==> src/logic/adc_ctrl_pkg.sv <==
package adc_ctrl_pkg;
  // Register indices; the byte address on the bus is four times the index
  localparam logic [5:0] IDX_ENABLE = 6'h00;
  localparam logic [5:0] IDX_PRESCALER = 6'h01;
  localparam logic [5:0] IDX_TIMEBASE_REF = 6'h02;
  localparam logic [5:0] IDX_WINDOW = 6'h03;
  localparam logic [5:0] IDX_INT_ENABLE = 6'h04;
  localparam logic [5:0] IDX_INT_FLAGS = 6'h05;
  localparam logic [5:0] IDX_STATUS = 6'h06;
  // Field positions
  localparam int ENABLE_BIT = 0;
  localparam int CLOCK_DIVIDER_CODE_LSB = 0;
  localparam int REF_LSB = 0;
  localparam int TIMEBASE_LSB = 3;
  localparam int WINMODE_LSB = 0;
  localparam int WINDOW_SOURCE_SELECT_BIT = 3;
  localparam int BUSY_BIT = 0;
  localparam int FLAG_TRIG_OVR = 5;
  localparam int FLAG_SAMP_OVR = 4;
  localparam int FLAG_RES_OVR = 3;
  localparam int FLAG_WMATCH = 2;
  localparam int FLAG_SAMP_RDY = 1;
  localparam int FLAG_RES_RDY = 0;
  localparam int NUM_FLAGS = 6;
  // Reset values
  localparam logic [7:0] REG_RESET = 8'h00;
  // Reference codes
  localparam logic [2:0] REF_SUPPLY = 3'h0;
  localparam logic [2:0] REF_EXTERNAL = 3'h2;
  localparam logic [2:0] REF_INT_1V024 = 3'h4;
  localparam logic [2:0] REF_INT_2V048 = 3'h5;
  localparam logic [2:0] REF_INT_2V500 = 3'h6;
  localparam logic [2:0] REF_INT_4V096 = 3'h7;
  // Window compare modes
  localparam logic [2:0] WIN_NONE = 3'h0;
  localparam logic [2:0] WIN_BELOW = 3'h1;
  localparam logic [2:0] WIN_ABOVE = 3'h2;
  localparam logic [2:0] WIN_INSIDE = 3'h3;
  localparam logic [2:0] WIN_OUTSIDE = 3'h4;
  // Timing: one timebase period spans at least this time
  localparam int TIMEBASE_PERIOD_US = 1;
  localparam int REF_INIT_TIME_US = 60;
  localparam logic [6:0] REF_INIT_TICKS = 7'(REF_INIT_TIME_US / TIMEBASE_PERIOD_US);
endpackage

==> src/logic/adc_control_status_registers.sv <==
// Behaviour
// - Converter clock is peripheral clock divided by 2..16 step 2, then 20..64.
// - Software sets timebase cycles per 1 us; device times guard delays with it.
// - Reference code picks supply, external, or one of four internal references.
// - Switching to an internal reference holds off conversions for 60 us.
// - Window source bit picks result (0) or latest sample (1), low 16 bits.
// - Window mode: off, below low, above high, strictly inside, or outside.
// - Six enable bits gate the interrupt of the flag at the same position.
// - Writing one clears a flag; writing zero leaves it alone.
// - Start trigger during a running conversion sets trigger overrun.
// - New sample over an unread sample sets sample overwrite.
// - New result over an unread result sets result overwrite.
// - On completion, a window condition match sets window match.
// - Sample ready sets on new sample; cleared by write one or sample read.
// - Result ready sets on new result; cleared by write one or result read.
// - Busy bit high during conversion or pending settling, low when both finish.
// - Converter enable bit gates all converter operation.
`timescale 1ns/1ps
module adc_control_status_registers (
  input wire logic pclk,
  input wire logic presetn,
  input wire logic psel,
  input wire logic penable,
  input wire logic pwrite,
  input wire logic [7:0] paddr,
  input wire logic [31:0] pwdata,
  output logic [31:0] prdata,
  output logic pready,
  output logic pslverr,
  input wire logic conversion_running,
  input wire logic conversion_done,
  input wire logic result_write,
  input wire logic sample_write,
  input wire logic start_trigger,
  input wire logic result_read,
  input wire logic sample_read,
  input wire logic [15:0] result_value,
  input wire logic [15:0] sample_value,
  input wire logic [15:0] window_low_threshold,
  input wire logic [15:0] window_high_threshold,
  output logic converter_enable,
  output logic converter_clk,
  output logic [2:0] reference_choice,
  output logic reference_ready,
  output logic timebase_tick,
  output logic converter_busy,
  output logic irq
);

  logic enable_reg;
  logic [3:0] clock_divider_code;
  logic [4:0] timebase_reg;
  logic [2:0] reference_reg;
  logic window_source_select;
  logic [2:0] window_compare_mode;
  logic [5:0] int_enable_reg;
  logic [5:0] int_flags_reg;
  logic [5:0] int_flags_next;
  logic [5:0] flag_set;
  logic [5:0] flag_clear;
  logic [6:0] settle_cnt_reg;
  logic [4:0] tb_cnt_reg;
  logic tick_reg;
  logic [4:0] div_cnt_reg;
  logic [5:0] div_half;
  logic clk_div_reg;
  logic result_unread_reg;
  logic sample_unread_reg;
  logic ack_reg;
  logic [31:0] prdata_reg;
  logic [31:0] read_value;
  logic addr_ok;
  logic access;
  logic wr;
  logic [5:0] idx;
  logic [15:0] window_operand;
  logic window_hit;
  logic settle_pending;

  // Bus: one wait state so that read data comes from a flop
  assign idx = paddr[7:2];
  assign addr_ok = (paddr[1:0] == 2'h0) && (idx <= adc_ctrl_pkg::IDX_STATUS);
  assign access = psel && penable && ack_reg;
  assign wr = access && pwrite && addr_ok;
  assign pready = access;
  assign pslverr = access && !addr_ok;
  assign prdata = prdata_reg;

  always_ff @(posedge pclk or negedge presetn) begin
    if (!presetn) begin
      ack_reg <= 1'b0;
    end else begin
      ack_reg <= psel && penable && !ack_reg;
    end
  end

  always_comb begin
    read_value = 32'h0000_0000;
    if (!addr_ok) begin
      read_value = 32'h0000_0000;
    end else if (idx == adc_ctrl_pkg::IDX_ENABLE) begin
      read_value[adc_ctrl_pkg::ENABLE_BIT] = enable_reg;
    end else if (idx == adc_ctrl_pkg::IDX_PRESCALER) begin
      read_value[adc_ctrl_pkg::CLOCK_DIVIDER_CODE_LSB +: 4] = clock_divider_code;
    end else if (idx == adc_ctrl_pkg::IDX_TIMEBASE_REF) begin
      read_value[adc_ctrl_pkg::TIMEBASE_LSB +: 5] = timebase_reg;
      read_value[adc_ctrl_pkg::REF_LSB +: 3] = reference_reg;
    end else if (idx == adc_ctrl_pkg::IDX_WINDOW) begin
      read_value[adc_ctrl_pkg::WINDOW_SOURCE_SELECT_BIT] = window_source_select;
      read_value[adc_ctrl_pkg::WINMODE_LSB +: 3] = window_compare_mode;
    end else if (idx == adc_ctrl_pkg::IDX_INT_ENABLE) begin
      read_value[5:0] = int_enable_reg;
    end else if (idx == adc_ctrl_pkg::IDX_INT_FLAGS) begin
      read_value[5:0] = int_flags_reg;
    end else begin
      read_value[adc_ctrl_pkg::BUSY_BIT] = converter_busy;
    end
  end

  always_ff @(posedge pclk or negedge presetn) begin
    if (!presetn) begin
      prdata_reg <= 32'h0000_0000;
    end else if (psel && penable && !ack_reg && !pwrite) begin
      prdata_reg <= read_value;
    end
  end

  // Configuration registers; undefined bits are simply not stored
  always_ff @(posedge pclk or negedge presetn) begin
    if (!presetn) begin
      enable_reg <= adc_ctrl_pkg::REG_RESET[0];
      clock_divider_code <= adc_ctrl_pkg::REG_RESET[3:0];
      timebase_reg <= adc_ctrl_pkg::REG_RESET[7:3];
      reference_reg <= adc_ctrl_pkg::REG_RESET[2:0];
      window_source_select <= adc_ctrl_pkg::REG_RESET[3];
      window_compare_mode <= adc_ctrl_pkg::REG_RESET[2:0];
      int_enable_reg <= adc_ctrl_pkg::REG_RESET[5:0];
    end else if (wr) begin
      if (idx == adc_ctrl_pkg::IDX_ENABLE) begin
        enable_reg <= pwdata[adc_ctrl_pkg::ENABLE_BIT];
      end else if (idx == adc_ctrl_pkg::IDX_PRESCALER) begin
        clock_divider_code <= pwdata[adc_ctrl_pkg::CLOCK_DIVIDER_CODE_LSB +: 4];
      end else if (idx == adc_ctrl_pkg::IDX_TIMEBASE_REF) begin
        timebase_reg <= pwdata[adc_ctrl_pkg::TIMEBASE_LSB +: 5];
        reference_reg <= pwdata[adc_ctrl_pkg::REF_LSB +: 3];
      end else if (idx == adc_ctrl_pkg::IDX_WINDOW) begin
        window_source_select <= pwdata[adc_ctrl_pkg::WINDOW_SOURCE_SELECT_BIT];
        window_compare_mode <= pwdata[adc_ctrl_pkg::WINMODE_LSB +: 3];
      end else if (idx == adc_ctrl_pkg::IDX_INT_ENABLE) begin
        int_enable_reg <= pwdata[5:0];
      end
    end
  end

  assign converter_enable = enable_reg;
  // Reserved reference codes are passed on unchanged; the analog side treats them as supply
  assign reference_choice = reference_reg;

  // Converter clock divider; half period in peripheral cycles
  // The top four codes step the half period by four, so it reaches 32 and needs six bits
  always_comb begin
    if (!clock_divider_code[3]) begin
      div_half = 6'({3'b000, clock_divider_code[2:0]} + 6'd1);
    end else if (!clock_divider_code[2]) begin
      div_half = 6'(({4'b0000, clock_divider_code[1:0]} + 6'd5) << 1);
    end else begin
      div_half = 6'(({4'b0000, clock_divider_code[1:0]} + 6'd5) << 2);
    end
  end

  always_ff @(posedge pclk or negedge presetn) begin
    if (!presetn) begin
      div_cnt_reg <= 5'h00;
      clk_div_reg <= 1'b0;
    end else if (!enable_reg) begin
      div_cnt_reg <= 5'h00;
      clk_div_reg <= 1'b0;
    end else if ({1'b0, div_cnt_reg} + 6'd1 >= div_half) begin
      div_cnt_reg <= 5'h00;
      clk_div_reg <= !clk_div_reg;
    end else begin
      div_cnt_reg <= div_cnt_reg + 5'd1;
    end
  end

  assign converter_clk = clk_div_reg;

  // Timebase: one tick every max(timebase,1) peripheral cycles
  always_ff @(posedge pclk or negedge presetn) begin
    if (!presetn) begin
      tb_cnt_reg <= 5'h00;
      tick_reg <= 1'b0;
    end else if (!enable_reg || tb_cnt_reg + 5'd1 >= timebase_reg) begin
      tb_cnt_reg <= 5'h00;
      tick_reg <= enable_reg;
    end else begin
      tb_cnt_reg <= tb_cnt_reg + 5'd1;
      tick_reg <= 1'b0;
    end
  end

  assign timebase_tick = tick_reg;

  // Reference start-up; a write that leaves the reference unchanged does not restart it
  always_ff @(posedge pclk or negedge presetn) begin
    if (!presetn) begin
      settle_cnt_reg <= 7'h00;
    end else if (wr && idx == adc_ctrl_pkg::IDX_TIMEBASE_REF &&
                 pwdata[adc_ctrl_pkg::REF_LSB +: 3] != reference_reg) begin
      if (pwdata[adc_ctrl_pkg::REF_LSB + 2]) begin
        settle_cnt_reg <= adc_ctrl_pkg::REF_INIT_TICKS;
      end else begin
        settle_cnt_reg <= 7'h00;
      end
    end else if (tick_reg && settle_cnt_reg != 7'h00) begin
      settle_cnt_reg <= settle_cnt_reg - 7'd1;
    end
  end

  assign settle_pending = (settle_cnt_reg != 7'h00);
  assign reference_ready = !settle_pending;
  assign converter_busy = enable_reg && (conversion_running || settle_pending);

  // Window comparator
  assign window_operand = window_source_select ? sample_value : result_value;

  always_comb begin
    case (window_compare_mode)
      adc_ctrl_pkg::WIN_BELOW: window_hit = window_operand < window_low_threshold;
      adc_ctrl_pkg::WIN_ABOVE: window_hit = window_operand > window_high_threshold;
      adc_ctrl_pkg::WIN_INSIDE: window_hit = (window_operand > window_low_threshold) &&
                                            (window_operand < window_high_threshold);
      adc_ctrl_pkg::WIN_OUTSIDE: window_hit = (window_operand < window_low_threshold) ||
                                             (window_operand > window_high_threshold);
      default: window_hit = 1'b0;
    endcase
  end

  // Unread tracking for overwrite detection; a write in the same cycle as a read counts as unread
  always_ff @(posedge pclk or negedge presetn) begin
    if (!presetn) begin
      result_unread_reg <= 1'b0;
      sample_unread_reg <= 1'b0;
    end else begin
      result_unread_reg <= (enable_reg && result_write) || (result_unread_reg && !result_read);
      sample_unread_reg <= (enable_reg && sample_write) || (sample_unread_reg && !sample_read);
    end
  end

  // Flag events, all gated by the converter enable
  always_comb begin
    flag_set = 6'h00;
    flag_set[adc_ctrl_pkg::FLAG_TRIG_OVR] = enable_reg && start_trigger && conversion_running;
    flag_set[adc_ctrl_pkg::FLAG_SAMP_OVR] = enable_reg && sample_write && sample_unread_reg;
    flag_set[adc_ctrl_pkg::FLAG_RES_OVR] = enable_reg && result_write && result_unread_reg;
    flag_set[adc_ctrl_pkg::FLAG_WMATCH] = enable_reg && conversion_done && window_hit;
    flag_set[adc_ctrl_pkg::FLAG_SAMP_RDY] = enable_reg && sample_write;
    flag_set[adc_ctrl_pkg::FLAG_RES_RDY] = enable_reg && result_write;
  end

  always_comb begin
    flag_clear = 6'h00;
    if (wr && idx == adc_ctrl_pkg::IDX_INT_FLAGS) begin
      flag_clear = pwdata[5:0];
    end
    flag_clear[adc_ctrl_pkg::FLAG_SAMP_RDY] = flag_clear[adc_ctrl_pkg::FLAG_SAMP_RDY] || sample_read;
    flag_clear[adc_ctrl_pkg::FLAG_RES_RDY] = flag_clear[adc_ctrl_pkg::FLAG_RES_RDY] || result_read;
  end

  // Set beats clear so an event in the clearing cycle is never lost
  for (genvar i = 0; i < adc_ctrl_pkg::NUM_FLAGS; i++) begin : g_flag
    assign int_flags_next[i] = flag_set[i] || (int_flags_reg[i] && !flag_clear[i]);
  end

  always_ff @(posedge pclk or negedge presetn) begin
    if (!presetn) begin
      int_flags_reg <= adc_ctrl_pkg::REG_RESET[5:0];
    end else begin
      int_flags_reg <= int_flags_next;
    end
  end

  assign irq = |(int_flags_reg & int_enable_reg);
endmodule

==> config.mk <==
export PLATFORM = sky130hd
export DESIGN_NAME = adc_control_status_registers
export DESIGN_NICKNAME = d
export VERILOG_FILES = /design/src/logic/adc_ctrl_pkg.sv /design/src/logic/adc_control_status_registers.sv
export SDC_FILE = /design/constraint.sdc
export NUM_CORES = 1
export LEC_CHECK = 0
export ABC_AREA = 1
export BUFFER_PORTS_ARGS = -buffer_cell sky130_fd_sc_hd__buf_2
export CAP_MARGIN = 15
export CORE_MARGIN = 2
export CORE_UTILIZATION = 45
export CTS_CLUSTER_SIZE = 12
export DETAILED_ROUTE_END_ITERATION = 12
export PLACE_DENSITY = 0.79
export SYNTH_ARGS = -nofsm -noshare
export SYNTH_HDL_FRONTEND = slang
export SYNTH_SLANG_ARGS = --single-unit
==> constraint.sdc <==
create_clock -name pclk -period 3.37 [get_ports pclk]
set_clock_uncertainty 0.15 [all_clocks]
set_input_delay 0 -clock pclk [delete_from_list [all_inputs] [get_ports pclk]]
set_output_delay 0 -clock pclk [all_outputs]
set_load 0.05 [all_outputs]
==> impl_metrics.yaml <==
sta:
  setup_tns_ps: 0
  slew-limit-headroom_pct: 50.50
  worst_pin_slew_ps: 742.5
  drv_slew: 0
  rsz0062_at_grt: "false"
  finalSetupViolCount: 0
  max_clock_freq_ghz: 0.3231
  fin_crit_ps: 3095
  fin_crit_sh_pct: 91.85
  hold_viol: 0
drt:
  routedWlPerCell_um: 11.69
  dr.first_iter.drc_count: 204
  drc: 0
  drtPass1Iterations: 5
  routed-via-count: 4225
  wl_um: 10360
  antenna_left: 0
  avgViaCountPerCell: 4.769
synth:
  ys_ff_latch: 59
  synth_top_area_share_pct: 32.20
  synthesis.area_um2: 4586
  synthArstFlopShare_pct: 100.0
  synth_compound_area_share_pct: 11.76
  synth_area_per_cell_um2: 7.555
  synth_top_family_by_area: "simple AND/OR/NAND/NOR gates"
  yosysWarnings: 0
  synth-edff-count: 0
  synth_simple_gate_area_share_pct: 22.16
  yosys-mux-area-fraction_pct: 4.147
  synth-adder-area-share_pct: 13.37
  ys_seq_area_share_pct: 32.20
  synth_xor_area_share_pct: 2.292
  postSynthCellCount: 607
  yosysTopAreaCell: "dfrtp_1"
  synth_ff_type: "dfrtp_1"
  synth.distinct_cells: 38
  yosys-top-cells-area: "dfrtp_1 (32%), ha_1 (13%), nand2_1 (12%), inv_1 (8.8%), buf_4 (4.3%)"
clock_tree:
  ctsHoldBuffers: 27
  postCtsSetupBuffers: 0
  clkLatencyLatePin_ps: 340
  root_buffer: "clkbuf_8"
  clk_path_buf_depth: 2
  clock_sinks: 59
  cts_max_level: 3
  cts_inserted_buffers: 9
  cts_resized: 0
  cts_tree: "done"
  clkTransAtPathRegs_ps: 70
run_status:
  status: "finished, final reports clean"
die:
  num_io_pins: 159
  dieArea_um2: 11010
  start_util_pct: 46.70
  die_x_um: 104.9
  row_count: 36
  die_h_um: 104.9
  core_area_um2: 9819
worst_setup_path:
  crit_path_end_kind: "flip-flop"
  worstPathMaxFanout: 7
  worstSetupPathType: "in2reg"
  critPathLaunchType: "primary input"
  rr_worst_depth: 9
  worstPathArrival_ps: 3170
  r2r-end: "int_flags_reg[5]"
  required_ps: 3440
  rrSetupSlack_ps: 560
  reg2reg_from: "ack_reg"
pwr:
  power_frac_seq_pct: 43.1
  power_frac_clock_pct: 39.1
  ir_drop_mv: 0.2000
  p_per_area_nw_per_um2: 291.5
  leakage_nw: 3.229
  combPwrFrac_pct: 17.8
  swShare_pct: 27.37
  p_int_mw: 1.198
  power_switching_mw: 0.4515
global_routing:
  grt_use_total_pct: 19.79
  antenna_found_initial: 0
  grt_overflow_total: 0
  grt_pass1_vias: 4058
  grt_max_degree: 50
  grt_pass1_wl_um: 17840
placed_design:
  dpl.cell_count: 843
  hpwl_um: 7913
  portBuffers: 110
  gp_congestion: 0.8615
final_layout:
  antenna_cells: 0
  fill_cells: 921
  layout.nets: 914
  largest_reg_flops: 8
  final_common_cell: "nand2_1"
  syn2layout_area_growth_pct: 23.41
  drive_gt1_share_pct: 22.18
  instances_no_fill: 886
  layout_common_cells: "nand2_1 (148), buf_2 (110), inv_1 (107), dfrtp_1 (59), ha_1 (49)"
hold_path:
  hold_path_class: "in2async"
job:
  cap_viol_max_count: 0
## power groups by stage
stage          logic, mW  clock network, mW  registers, mW
6_report           0.293              0.645          0.712
5_1_grt            0.332              0.682          0.712
4_1_cts            0.292              0.651          0.712
3_5_place_dp       0.273                  0          0.725
3_3_place_gp       0.268                  0          0.725
2_1_floorplan      0.198                  0          0.725
## worst max-delay path, cell delays in order
cell           delay (ps)
dlygate4sd3_1         530
buf_2                 120
nor3_2                140
dlygate4sd3_1         590
o21ai_2               120
nor3_2                510
buf_4                 260
nand2_2               110
o21ai_0               180
nand2_1                60
dlygate4sd3_1         550
## routing by layer
| layer | vias up | part of all wire (%) | track usage [%] |
|---|---|---|---|
| met5 | - | 0 | 0 |
| met4 | 0 | 1.6 | 5.333 |
| met3 | 17 | 4.5 | 3.306 |
| li1 | 2190 | - | - |
| met1 | 1889 | 46 | 25.10 |
| met2 | 129 | 48 | 34.74 |
## worst max-delay path by stage
| stage | slack, ps | cells after the start | from | end |
|---|---|---|---|---|
| floorplan | 640 | 15 | window_source_select | int_flags_reg[2] |
| finish | 270 | 11 | paddr[1] | int_flags_reg[5] |
| CTS | 340 | 11 | paddr[1] | int_flags_reg[5] |
| global route | 100 | 11 | paddr[1] | int_flags_reg[5] |
| detailed placement | 560 | 13 | window_source_select | int_flags_reg[2] |
| global placement | 630 | 13 | window_source_select | int_flags_reg[2] |
## cell usage after synthesis (all sizes together), types with 2 or more instances
master and n:
buf 29, a21oi 24, xnor2 3, o21ai 49, ha 49, clkbuf 4
o211ai 5, nand2 152, nor2 38, nand3 27, mux2 16, inv 108
o22ai 4, nand4 7, o31ai 2, xor2 9, dfrtp 59, nor3 10
## through the flow
stage	utilization (%)	power [mW]	area (um^2)	setup slack, ps	hold slack [ps]
after global placement	52.70	0.9931	5175	634.0	60.98
after global routing	57.63	1.726	5659	97.15	101.8
after floorplan	-	0.9227	4672	639.2	-445.6
final	57.63	1.650	5659	274.5	34.95
after detailed placement	52.70	0.9981	5175	562.4	70.75
after CTS	57.43	1.655	5639	338.2	21.37
## cell type report
| cell class | count | area, um^2 | share of cell area [%] |
|---|---|---|---|
| inverter | 108 | 405.4 | 7.163 |
| clock buffer | 13 | 158.9 | 2.808 |
| multi-input combinational | 430 | 2554 | 45.12 |
| tap | 133 | 166.4 | 2.941 |
| clock inverter | 2 | 35.03 | 0.6191 |
| timing repair buffer | 141 | 863.3 | 15.26 |
| sequential | 59 | 1476 | 26.09 |
## cells by family (layout without fill, tap and decap cells)
kind of cell,Yosys count,after routing
flip-flops,59,59
XOR/XNOR,12,12
other,1,24
buffers and inverters,141,264
adder cells (fa/ha/maj),49,49
multiplexers,17,17
AND/OR/NAND/NOR,238,238
AO/OA/AOI/OAI,90,90
Power figures use the tool's default switching activity.
